===== src/include/gdl_map.svh =====
// Constants for the gate driver lockout and dead-time block.
// Assumes a 200 MHz clock_i; included by the gate driver design file only.
`ifndef GDL_MAP_SVH
`define GDL_MAP_SVH
// ==========================================================
// Timing
`define GDL_CLK_PERIOD_PS 5000
`define GDL_STARTUP_NS 5000
`define GDL_SHUTDOWN_NS 60
`define GDL_RESTART_NS 60
`define GDL_RECOVERY_NS 7000
`define GDL_DT_SHORT_MIN_NS 10
`define GDL_DT_SHORT_MAX_NS 200
`define GDL_DT_LONG_MIN_NS 20
`define GDL_DT_LONG_MAX_NS 700
`define GDL_CNT_W 12
// ==========================================================
// Register map
`define GDL_REG_CTRL 8'h00
`define GDL_REG_DEAD 8'h04
`define GDL_REG_STAT 8'h08
`define GDL_CTRL_MODE_LO 0
`define GDL_CTRL_MODE_HI 1
`define GDL_CTRL_DT_EN 2
`define GDL_CTRL_DT_LONG 3
`define GDL_CTRL_RESET 32'h0000_0000
`define GDL_DEAD_RESET 32'h0000_0004
`define GDL_RESP_OKAY 2'b00
`define GDL_RESP_SLVERR 2'b10
`endif


===== src/include/gdl_pkg.sv =====
// Types shared by the gate driver lockout block.
// Assumes gdl_map.svh is on the include path.
package gdl_pkg;
	// Input mapping mode
	typedef enum logic [1:0] {
		gdl_mode_dual = 2'h0,
		gdl_mode_half = 2'h1,
		gdl_mode_pwm = 2'h2
	} gdl_mode_t;
	// Supply-good levels, raw from comparators
	typedef struct packed {
		logic in_above_rise;
		logic in_above_fall;
		logic a_above_rise;
		logic a_above_fall;
		logic b_above_rise;
		logic b_above_fall;
	} gdl_supply_t;
	// Controller-side logic inputs
	typedef struct packed {
		logic channel_a_input;
		logic channel_b_input;
		logic enable;
	} gdl_ctl_t;
endpackage


===== src/rtl/gdl_lockout.sv =====
// Hysteresis lockout monitor for one supply.
// Assumes above_rise/above_fall already synchronised to clock_i.
`timescale 1ns/100ps
module gdl_lockout (
	input wire logic clock_i, // System clock
	input wire logic rst_i, // Async reset, active high
	input wire logic above_rise_i, // Supply above rising threshold
	input wire logic above_fall_i, // Supply above falling threshold
	output logic locked_o // In undervoltage lockout
);
	// ==========================================================
	// Lockout flag: leave above rising, enter below falling
	always_ff @(posedge clock_i or posedge rst_i) begin
		if (rst_i) begin
			locked_o <= 1'b1;
		end else if (!above_fall_i) begin
			locked_o <= 1'b1;
		end else if (above_rise_i) begin
			locked_o <= 1'b0;
		end
	end
endmodule


===== src/rtl/gdl_driver.sv =====
// Control logic of a two-channel isolated gate driver.
// Assumes supply comparators and controller pins are asynchronous;
// software sets mode and dead time over AXI4-Lite.
`timescale 1ns/100ps
`include "gdl_map.svh"
module gdl_driver #(
	parameter int STARTUP_CYC = (`GDL_STARTUP_NS * 1000 + `GDL_CLK_PERIOD_PS - 1)
		/ `GDL_CLK_PERIOD_PS,
	parameter int DT_W = 8
) (
	input wire logic clock_i, // System clock, 200 MHz
	input wire logic rst_i, // Async reset, active high
	input wire gdl_pkg::gdl_supply_t supply_i, // Raw supply comparators
	input wire gdl_pkg::gdl_ctl_t ctl_i, // Raw controller pins
	output logic channel_a_output_o, // Driver output A
	output logic channel_b_output_o, // Driver output B
	input wire logic [7:0] s_axi_awaddr, // Write address
	input wire logic s_axi_awvalid, // Write address valid
	output logic s_axi_awready, // Write address ready
	input wire logic [31:0] s_axi_wdata, // Write data
	input wire logic [3:0] s_axi_wstrb, // Write strobes
	input wire logic s_axi_wvalid, // Write data valid
	output logic s_axi_wready, // Write data ready
	output logic [1:0] s_axi_bresp, // Write response
	output logic s_axi_bvalid, // Write response valid
	input wire logic s_axi_bready, // Write response ready
	input wire logic [7:0] s_axi_araddr, // Read address
	input wire logic s_axi_arvalid, // Read address valid
	output logic s_axi_arready, // Read address ready
	output logic [31:0] s_axi_rdata, // Read data
	output logic [1:0] s_axi_rresp, // Read response
	output logic s_axi_rvalid, // Read data valid
	input wire logic s_axi_rready // Read data ready
);
	import gdl_pkg::*;

	// Delays become whole clock cycles; shutdown and restart never drop below one
	localparam int SD_CYC_RAW = (`GDL_SHUTDOWN_NS * 1000) / `GDL_CLK_PERIOD_PS;
	localparam int SD_CYC = (SD_CYC_RAW < 1) ? 1 : SD_CYC_RAW;
	localparam int RS_CYC_RAW = (`GDL_RESTART_NS * 1000) / `GDL_CLK_PERIOD_PS;
	localparam int RS_CYC = (RS_CYC_RAW < 1) ? 1 : RS_CYC_RAW;
	localparam int DTS_MIN = (`GDL_DT_SHORT_MIN_NS * 1000) / `GDL_CLK_PERIOD_PS;
	localparam int DTS_MAX = (`GDL_DT_SHORT_MAX_NS * 1000) / `GDL_CLK_PERIOD_PS;
	localparam int DTL_MIN = (`GDL_DT_LONG_MIN_NS * 1000) / `GDL_CLK_PERIOD_PS;
	localparam int DTL_MAX = (`GDL_DT_LONG_MAX_NS * 1000) / `GDL_CLK_PERIOD_PS;
	localparam int CW = `GDL_CNT_W;

	// ==========================================================
	// Elaboration checks
	// Refused at elaboration: counters too narrow for the delays they must hold
	if (STARTUP_CYC < 1 || STARTUP_CYC >= (1 << CW)) begin : g_bad_startup
		$error("STARTUP_CYC out of range");
	end
	if (RS_CYC >= (1 << CW) || SD_CYC >= (1 << CW)) begin : g_bad_enable
		$error("Enable delays too long for the counter");
	end
	// The dead-time register spans at most two byte lanes
	if (DT_W < 8 || DT_W > 16) begin : g_bad_dt_w
		$error("DT_W out of range");
	end
	if (DTL_MAX >= (1 << DT_W)) begin : g_bad_dt_range
		$error("Long dead-time range does not fit DT_W");
	end

	// ==========================================================
	// Synchronisers
	// Supplies and controller pins arrive from outside this clock
	logic [8:0] sync1;
	logic [8:0] sync2;
	// Two flops on every asynchronous input
	always_ff @(posedge clock_i or posedge rst_i) begin
		if (rst_i) begin
			sync1 <= 9'h000;
			sync2 <= 9'h000;
		end else begin
			sync1 <= {supply_i, ctl_i};
			sync2 <= sync1;
		end
	end
	// Synchronised copies; only the second stage is ever read
	gdl_supply_t sup;
	gdl_ctl_t ctl;
	assign sup = sync2[8:3];
	assign ctl = sync2[2:0];

	// ==========================================================
	// Lockout monitors, one per supply
	logic lock_in;
	logic lock_a;
	logic lock_b;
	gdl_lockout u_lock_in (
		.clock_i(clock_i),
		.rst_i(rst_i),
		.above_rise_i(sup.in_above_rise),
		.above_fall_i(sup.in_above_fall),
		.locked_o(lock_in)
	);
	gdl_lockout u_lock_a (
		.clock_i(clock_i),
		.rst_i(rst_i),
		.above_rise_i(sup.a_above_rise),
		.above_fall_i(sup.a_above_fall),
		.locked_o(lock_a)
	);
	gdl_lockout u_lock_b (
		.clock_i(clock_i),
		.rst_i(rst_i),
		.above_rise_i(sup.b_above_rise),
		.above_fall_i(sup.b_above_fall),
		.locked_o(lock_b)
	);

	// ==========================================================
	// Startup hold: all supplies good for the startup time
	logic any_lock;
	logic [CW-1:0] start_cnt;
	logic started;
	assign any_lock = lock_in | lock_a | lock_b;
	always_ff @(posedge clock_i or posedge rst_i) begin
		if (rst_i) begin
			start_cnt <= '0;
			started <= 1'b0;
		end else if (lock_in) begin
			// Input-side lockout restarts the whole hold; once started, driver lockouts only their own pin
			start_cnt <= '0;
			started <= 1'b0;
		end else if (!started && any_lock) begin
			start_cnt <= '0;
		end else if (!started) begin
			if (start_cnt == CW'(STARTUP_CYC - 1)) begin
				started <= 1'b1;
			end
			start_cnt <= start_cnt + 1'b1;
		end
	end

	// ==========================================================
	// Enable gating with shutdown and restart delays
	// An enable glitch shorter than the delay never reaches the outputs
	logic [CW-1:0] en_cnt;
	logic en_act;
	always_ff @(posedge clock_i or posedge rst_i) begin
		if (rst_i) begin
			en_cnt <= '0;
			en_act <= 1'b0;
		end else if (ctl.enable == en_act) begin
			en_cnt <= '0;
		end else if (en_act && en_cnt == CW'(SD_CYC - 1)) begin
			en_act <= 1'b0;
			en_cnt <= '0;
		end else if (!en_act && en_cnt == CW'(RS_CYC - 1)) begin
			en_act <= 1'b1;
			en_cnt <= '0;
		end else begin
			en_cnt <= en_cnt + 1'b1;
		end
	end

	// ==========================================================
	// Register file
	// Software settings, all cleared to their reset values
	logic [1:0] mode_r;
	logic dt_en;
	logic dt_long;
	logic [DT_W-1:0] dt_val;
	gdl_mode_t mode;
	assign mode = gdl_mode_t'(mode_r);

	// ==========================================================
	// Input mapping per mode
	// Mode 3 falls through to plain dual-input behaviour
	logic want_a;
	logic want_b;
	always_comb begin
		want_a = ctl.channel_a_input;
		want_b = ctl.channel_b_input;
		if (mode == gdl_mode_pwm) begin
			want_a = ctl.channel_a_input;
			want_b = ~ctl.channel_a_input;
		end else if (mode == gdl_mode_half && ctl.channel_a_input
				&& ctl.channel_b_input) begin
			want_a = 1'b0;
			want_b = 1'b0;
		end
		// A channel in lockout pulls its own pin low whatever the mode
		if (lock_a) want_a = 1'b0;
		if (lock_b) want_b = 1'b0;
	end

	// ==========================================================
	// Dead time: delay each rising edge while the other side settles
	// Out-of-range settings are clamped rather than refused
	logic [DT_W-1:0] dt_clamped;
	logic [DT_W-1:0] dt_cnt;
	logic a_q;
	logic b_q;
	logic use_dt;
	always_comb begin
		dt_clamped = dt_val;
		if (dt_long) begin
			if (dt_val < DT_W'(DTL_MIN)) dt_clamped = DT_W'(DTL_MIN);
			if (dt_val > DT_W'(DTL_MAX)) dt_clamped = DT_W'(DTL_MAX);
		end else begin
			if (dt_val < DT_W'(DTS_MIN)) dt_clamped = DT_W'(DTS_MIN);
			if (dt_val > DT_W'(DTS_MAX)) dt_clamped = DT_W'(DTS_MAX);
		end
	end
	// Dead time only applies in the single-input mode
	assign use_dt = dt_en && (mode == gdl_mode_pwm);
	// Outputs may drive only once started and while enable is active
	logic gate_ok;
	assign gate_ok = started && en_act;
	// Output registers; falling edges immediate, rising after dead time
	always_ff @(posedge clock_i or posedge rst_i) begin
		if (rst_i) begin
			a_q <= 1'b0;
			b_q <= 1'b0;
			dt_cnt <= '0;
		end else if (!gate_ok) begin
			a_q <= 1'b0;
			b_q <= 1'b0;
			dt_cnt <= '0;
		end else begin
			a_q <= a_q & want_a;
			b_q <= b_q & want_b;
			if (!use_dt) begin
				a_q <= want_a;
				b_q <= want_b;
				dt_cnt <= '0;
			end else if ((want_a && !a_q) || (want_b && !b_q)) begin
				// Wait for both pins low, then count the programmed cycles
				if (a_q || b_q) begin
					dt_cnt <= '0;
				end else if (dt_cnt >= dt_clamped - 1'b1) begin
					a_q <= want_a;
					b_q <= want_b;
					dt_cnt <= '0;
				end else begin
					dt_cnt <= dt_cnt + 1'b1;
				end
			end else begin
				dt_cnt <= '0;
			end
		end
	end
	// Outputs straight from the flops; channel lockout is folded into want_a/want_b
	assign channel_a_output_o = a_q;
	assign channel_b_output_o = b_q;

	// ==========================================================
	// AXI4-Lite write path
	logic aw_held;
	logic w_held;
	logic [7:0] aw_addr;
	logic [31:0] w_data;
	logic [3:0] w_strb;
	// No new address or data is taken while a response is still pending
	assign s_axi_awready = !aw_held && !s_axi_bvalid;
	assign s_axi_wready = !w_held && !s_axi_bvalid;
	// Capture address and data in either order, then apply
	always_ff @(posedge clock_i or posedge rst_i) begin
		if (rst_i) begin
			aw_held <= 1'b0;
			w_held <= 1'b0;
			aw_addr <= 8'h00;
			w_data <= 32'h0000_0000;
			w_strb <= 4'h0;
			s_axi_bvalid <= 1'b0;
			s_axi_bresp <= `GDL_RESP_OKAY;
		end else begin
			if (s_axi_awvalid && s_axi_awready) begin
				aw_held <= 1'b1;
				aw_addr <= s_axi_awaddr;
			end
			if (s_axi_wvalid && s_axi_wready) begin
				w_held <= 1'b1;
				w_data <= s_axi_wdata;
				w_strb <= s_axi_wstrb;
			end
			// Both halves in hand: answer and apply on the same edge
			if (aw_held && w_held) begin
				aw_held <= 1'b0;
				w_held <= 1'b0;
				s_axi_bvalid <= 1'b1;
				if (aw_addr == `GDL_REG_CTRL || aw_addr == `GDL_REG_DEAD)
					s_axi_bresp <= `GDL_RESP_OKAY;
				else
					s_axi_bresp <= `GDL_RESP_SLVERR;
			end else if (s_axi_bvalid && s_axi_bready) begin
				s_axi_bvalid <= 1'b0;
			end
		end
	end
	// Merge the strobed lanes into the dead-time value; works for any DT_W up to 16
	logic [15:0] dead_merged;
	always_comb begin
		dead_merged = 16'(dt_val);
		if (w_strb[0]) dead_merged[7:0] = w_data[7:0];
		if (w_strb[1]) dead_merged[15:8] = w_data[15:8];
	end
	// Register updates from the strobes captured with the data
	always_ff @(posedge clock_i or posedge rst_i) begin
		if (rst_i) begin
			mode_r <= 2'(`GDL_CTRL_RESET);
			dt_en <= 1'b0;
			dt_long <= 1'b0;
			dt_val <= DT_W'(`GDL_DEAD_RESET);
		end else if (aw_held && w_held) begin
			if (aw_addr == `GDL_REG_CTRL && w_strb[0]) begin
				mode_r <= w_data[`GDL_CTRL_MODE_HI:`GDL_CTRL_MODE_LO];
				dt_en <= w_data[`GDL_CTRL_DT_EN];
				dt_long <= w_data[`GDL_CTRL_DT_LONG];
			end else if (aw_addr == `GDL_REG_DEAD) begin
				dt_val <= dead_merged[DT_W-1:0];
			end
		end
	end

	// ==========================================================
	// AXI4-Lite read path
	// One read in flight: address ready drops while data waits
	assign s_axi_arready = !s_axi_rvalid;
	always_ff @(posedge clock_i or posedge rst_i) begin
		if (rst_i) begin
			s_axi_rvalid <= 1'b0;
			s_axi_rdata <= 32'h0000_0000;
			s_axi_rresp <= `GDL_RESP_OKAY;
		end else if (s_axi_arvalid && s_axi_arready) begin
			s_axi_rvalid <= 1'b1;
			s_axi_rresp <= `GDL_RESP_OKAY;
			if (s_axi_araddr == `GDL_REG_CTRL) begin
				s_axi_rdata <= {28'h0000000, dt_long, dt_en, mode_r};
			end else if (s_axi_araddr == `GDL_REG_DEAD) begin
				s_axi_rdata <= 32'(dt_val);
			end else if (s_axi_araddr == `GDL_REG_STAT) begin
				// Live status snapshot taken when the address is accepted
				s_axi_rdata <= {24'h000000, channel_b_output_o, channel_a_output_o,
					en_act, started, lock_b, lock_a, lock_in, ctl.enable};
			end else begin
				s_axi_rdata <= 32'h0000_0000;
				s_axi_rresp <= `GDL_RESP_SLVERR;
			end
		end else if (s_axi_rvalid && s_axi_rready) begin
			s_axi_rvalid <= 1'b0;
		end
	end
endmodule


===== config.mk =====
export PLATFORM = sky130hd
export DESIGN_NAME = gdl_driver
export DESIGN_NICKNAME = d
export VERILOG_FILES = /design/src/include/gdl_pkg.sv /design/src/rtl/gdl_lockout.sv /design/src/rtl/gdl_driver.sv
export VERILOG_INCLUDE_DIRS = /design/src /design/src/include
export SDC_FILE = /design/constraint.sdc
export NUM_CORES = 1
export LEC_CHECK = 0
export BUFFER_PORTS_ARGS = -buffer_cell sky130_fd_sc_hd__buf_2
export CAP_MARGIN = 15
export CORE_ASPECT_RATIO = 1.1
export CORE_MARGIN = 4
export CORE_UTILIZATION = 45
export CTS_CLUSTER_SIZE = 12
export DETAILED_ROUTE_END_ITERATION = 8
export PLACE_DENSITY = 0.72
export RECOVER_POWER = 50
export SLEW_MARGIN = 20
export SYNTH_ARGS = -nofsm -noshare
export SYNTH_HDL_FRONTEND = slang
export SYNTH_HIERARCHICAL = 1
export SYNTH_SLANG_ARGS = --single-unit

===== constraint.sdc =====
create_clock -name clock_i -period 3.45 [get_ports clock_i]
set_input_delay 0.1725 -clock clock_i [delete_from_list [all_inputs] [get_ports clock_i]]
set_output_delay 0.1725 -clock clock_i [all_outputs]
set_load 0.01 [all_outputs]

==> results <==
- The wire length per cell after detailed routing is 14.26 um.
- Once routing completed, OpenROAD measured the worst setup slack at -44.78 ps.
- The number of primary I/O pins is 111.
- The horizontal die dimension is 107.0 um.
- The number of clock sinks seen by CTS is 100.
- The root buffer cell is sky130_fd_sc_hd__clkbuf_16.
- Compared with the post-synthesis result, the final layout area differs by 18.25%.
- The maximum number of buffers from clock root to sink is 2.
- The kind of cell adding the most delay to the critical path is simple AND/OR/NAND/NOR gates.
- The number of antenna violations at the first check in global routing is 0.
- In the finished design, the share of the clock period the worst path needs comes to 101.3%.
- The most frequent cell on the critical path is sky130_fd_sc_hd__or4_4.
- Yosys mapped a number of flops with a built-in enable equal to 0.
- The number of CTS-inserted buffers is 9.
- The final route contains 3595 vias.
- Cells with a size suffix above 1 make up 24.12% of the layout.
- The number of setup buffers added after CTS is 0.
- Synthesis produced a netlist whose cell count is 454.
- The flip-flop cell with the highest count after synthesis is sky130_fd_sc_hd__dfrtp_1.
- The count of different cell masters after synthesis is 55.
- The level count of the clock H-tree is 3.
- The checks that failed: max-capacitance violations, max-slew violations, negative setup slack.
- The fraction of registers with async set or reset after synthesis is 100.0%.
- In this run the power density over the cells is 613.1 nW/um2.
- TritonCTS built the clock tree.
- Traced cell by cell, the critical path runs through or4_4, or4_4, a32oi_2, nand2b_4, ha_4, and4_1, o21ai_2, ha_1, o211ai_1, a32o_2, or4b_4, a211oi_2.
- Dividing the detail-routed via count by the number of cells gives 5.271.
- The total detailed-routing wirelength is 9723 um.
- The number of nets in the final layout is 613.
- The number of iterations in the first detailed-routing pass is 4.
- On the final layout, the worst clock skew is 8.798 ps.
- The cell area that synthesis handed to floorplanning was 4853 um2.
- The DRC violations left is 0.
- For this configuration, the core starts out at a cell density of 46.48%.
- After clock tree synthesis, the clock-pin slew on the worst setup and hold paths is 70 ps.
- The vertical die dimension is 116.9 um.
- Setup violations remaining at the end of the flow were counted as 2.
- The library cell used most frequently in the layout, excluding fill and tap cells, is sky130_fd_sc_hd__dfrtp_1.
- The final standard cell area without fillers is 5739 um2.
- For this run the aggregate overflow at the end of global routing stands at 0.
- The count of pins over their slew limit came to 60.
- The sort of element at the start of the critical path is a register.
- The total inserted antenna cells is 0.
- Entering global routing, the biggest net connects 60 pins.
- The worst path arrival time is 3760 ps.
- At the worst endpoint, the required time is 3710 ps.
- The sequential-to-total area share from yosys stat is 51.66%.
- The number of warnings printed during yosys synthesis is 6.
- The measured slew at the worst slew-check pin is 2129 ps.
- The average instance in the mapped netlist occupies 10.69 um2.
- The post-synthesis sequential element count is 100.
- The die covers 12510 um2.
- The worst min-delay path category is input pin to register.
- Across the VDD grid, the largest voltage drop is 446.5 uV.
- The detailed placement HPWL is 6973 um.
- The core footprint is 10440 um2.
- Of all nets on the critical path, the largest fanout is 5.
- The first global-routing pass estimated 16750 um of wire.
- The total power is 3.519 mW.
- In this run the tool buffered the top-level ports with 57 buffer cells.
- The detailed router's first-iteration violation count is 145.
- At the later pin of the worst-skew pair, clock insertion delay measures 350 ps.
- The final estimated routing congestion in global placement is 0.9180.
- The timing-limited maximum frequency is 0.2861 GHz.
- The classification of the worst setup path is register to register.
- Max-cap violations in this run came to 1.
- The number of core rows is 39.
- Setup repair after global routing could not meet its margin everywhere.
- The post-layout minimum cycle time is 3495 ps.
- Once detail routing completed, the nets flagged for antenna violations numbered 0.
- The cell at the slowest stage of the critical path is sky130_fd_sc_hd__or4_4.
- Across all register-to-register paths, the minimum setup slack is -40 ps.
- The flow ran to the end, but the final reports show violations.
- The critical path endpoint category is a register.
- The relative slew slack is -42.11%.
- The largest stage delay on the critical path is 550 ps.
- The leakage power figure is 2.588 nW.
- In the layout the commonest cells are sky130_fd_sc_hd__dfrtp_1 (96), sky130_fd_sc_hd__buf_2 (40), sky130_fd_sc_hd__nand2_1 (33).
- In the global route stage, overall resource usage came out at 16.78%.
- The buffering stage count on the worst path with inverters included is 0.
- The via count of the first global-routing pass is 3592.
- The number of endpoints with negative hold slack in the final report is 0.
- Once placement finished, the instance area stood at 5281 um2.
[sequential cells by signal, summed over array words and instances (netlist names), 8 cells and up]
register / cells
w_data: 8
sync2: 9
dt_cnt: 8
start_cnt: 12
sync1: 9
aw_addr: 8
dt_val: 8
s_axi_rdata: 8
en_cnt: 12
[path summary, 6_finish.rpt]
check | depth (start not counted) | startpoint | endpoint
worst min register to register | 0 | sync1[4] | sync2[4]
worst min-delay path | 2 | s_axi_rready | s_axi_rvalid
worst max register to register | 12 | dt_val[7] | channel_b_output_o
min in group asynchronous | 3 | rst_i | u_lock_a/locked_o
worst max-delay path | 12 | dt_val[7] | channel_b_output_o
max in group asynchronous | 4 | rst_i | en_cnt[4]
[final cells by class]
| cell class | count | area, um2 |
|---|---|---|
| Fill cell | 932 | 4703 |
| Sequential cell | 100 | 2507 |
| Multi-Input combinational cell | 322 | 2217 |
| Timing Repair Buffer | 83 | 490.5 |
| Clock buffer | 11 | 232.7 |
| Tap cell | 143 | 178.9 |
| Inverter | 18 | 67.56 |
| Clock inverter | 5 | 45.04 |
[per-stage QoR]
stage	hold WS (ps)	util [%]	TNS (ps)	std cells	setup WS [ps]
after floorplan	62.20	-	-52.08	479	-52.08
after global placement	207.5	50.58	-48.04	655	-48.04
after detailed placement	208.5	50.58	-171.7	655	-116.6
after CTS	10.76	54.61	-90.31	682	-90.31
after global routing	32.13	54.96	-1410	682	-213.5
final	24.50	54.96	-48.72	682	-44.78
[routing by layer]
layer	vias up	share of wire [%]	track usage [%]
met3	15	5.8	4.279
met2	101	47	27.45
met5	-	0	0
met1	1755	45	21.37
li1	1724	-	-
met4	0	2.0	7.076
[report_power, final]
group | total (mW) | switching (mW) | internal, mW
sequential | 1.46 | 0.123 | 1.34
combinational | 1.10 | 0.531 | 0.574
clock | 0.949 | 0.449 | 0.500
[cells in the mapped netlist (all sizes together) (3+ instances only)]
library cell | count | share of area (%)
a21oi | 12 | 1.2
a22oi | 4 | 0.62
a31oi | 5 | 0.64
and3 | 12 | 1.5
and4 | 3 | 0.54
buf | 27 | 4.2
clkbuf | 12 | 0.93
dfrtp | 96 | 49
dfstp | 4 | 2.2
ha | 11 | 2.8
inv | 18 | 1.4
mux2 | 29 | 6.7
mux2i | 4 | 0.82
nand2 | 33 | 2.6
nand2b | 5 | 0.64
nand3 | 14 | 1.4
nand3b | 5 | 0.77
nand4 | 7 | 0.90
nor2 | 29 | 2.2
nor2b | 3 | 0.39
nor3 | 15 | 1.6
nor4 | 7 | 0.90
o211ai | 4 | 0.62
o21ai | 29 | 3.2
o21bai | 3 | 0.46
o31ai | 4 | 0.62
or3 | 3 | 0.39
or4 | 5 | 0.77
xnor2 | 6 | 1.1
xor2 | 17 | 3.1
[cells by family after synthesis]
group                      synth area share (%)
AOI/OAI and AO/OA                         10.67
xor gates and xnor gates                  4.150
adders and majority gates                 2.836
buffers and inverters                     6.496
DFF                                       51.66
muxes                                     7.553
other                                   0.07727
and+or+nand+nor                           16.55
[repair_timing]
item,in CTS,in global routing
endpoints found under the setup margin,9,9
pin swaps,6,6
cloned,0,0
hold buffers,11,0
endpoints found under the hold margin,13,0
gates resized for setup,7,14
(Power assumes the default switching activity.)
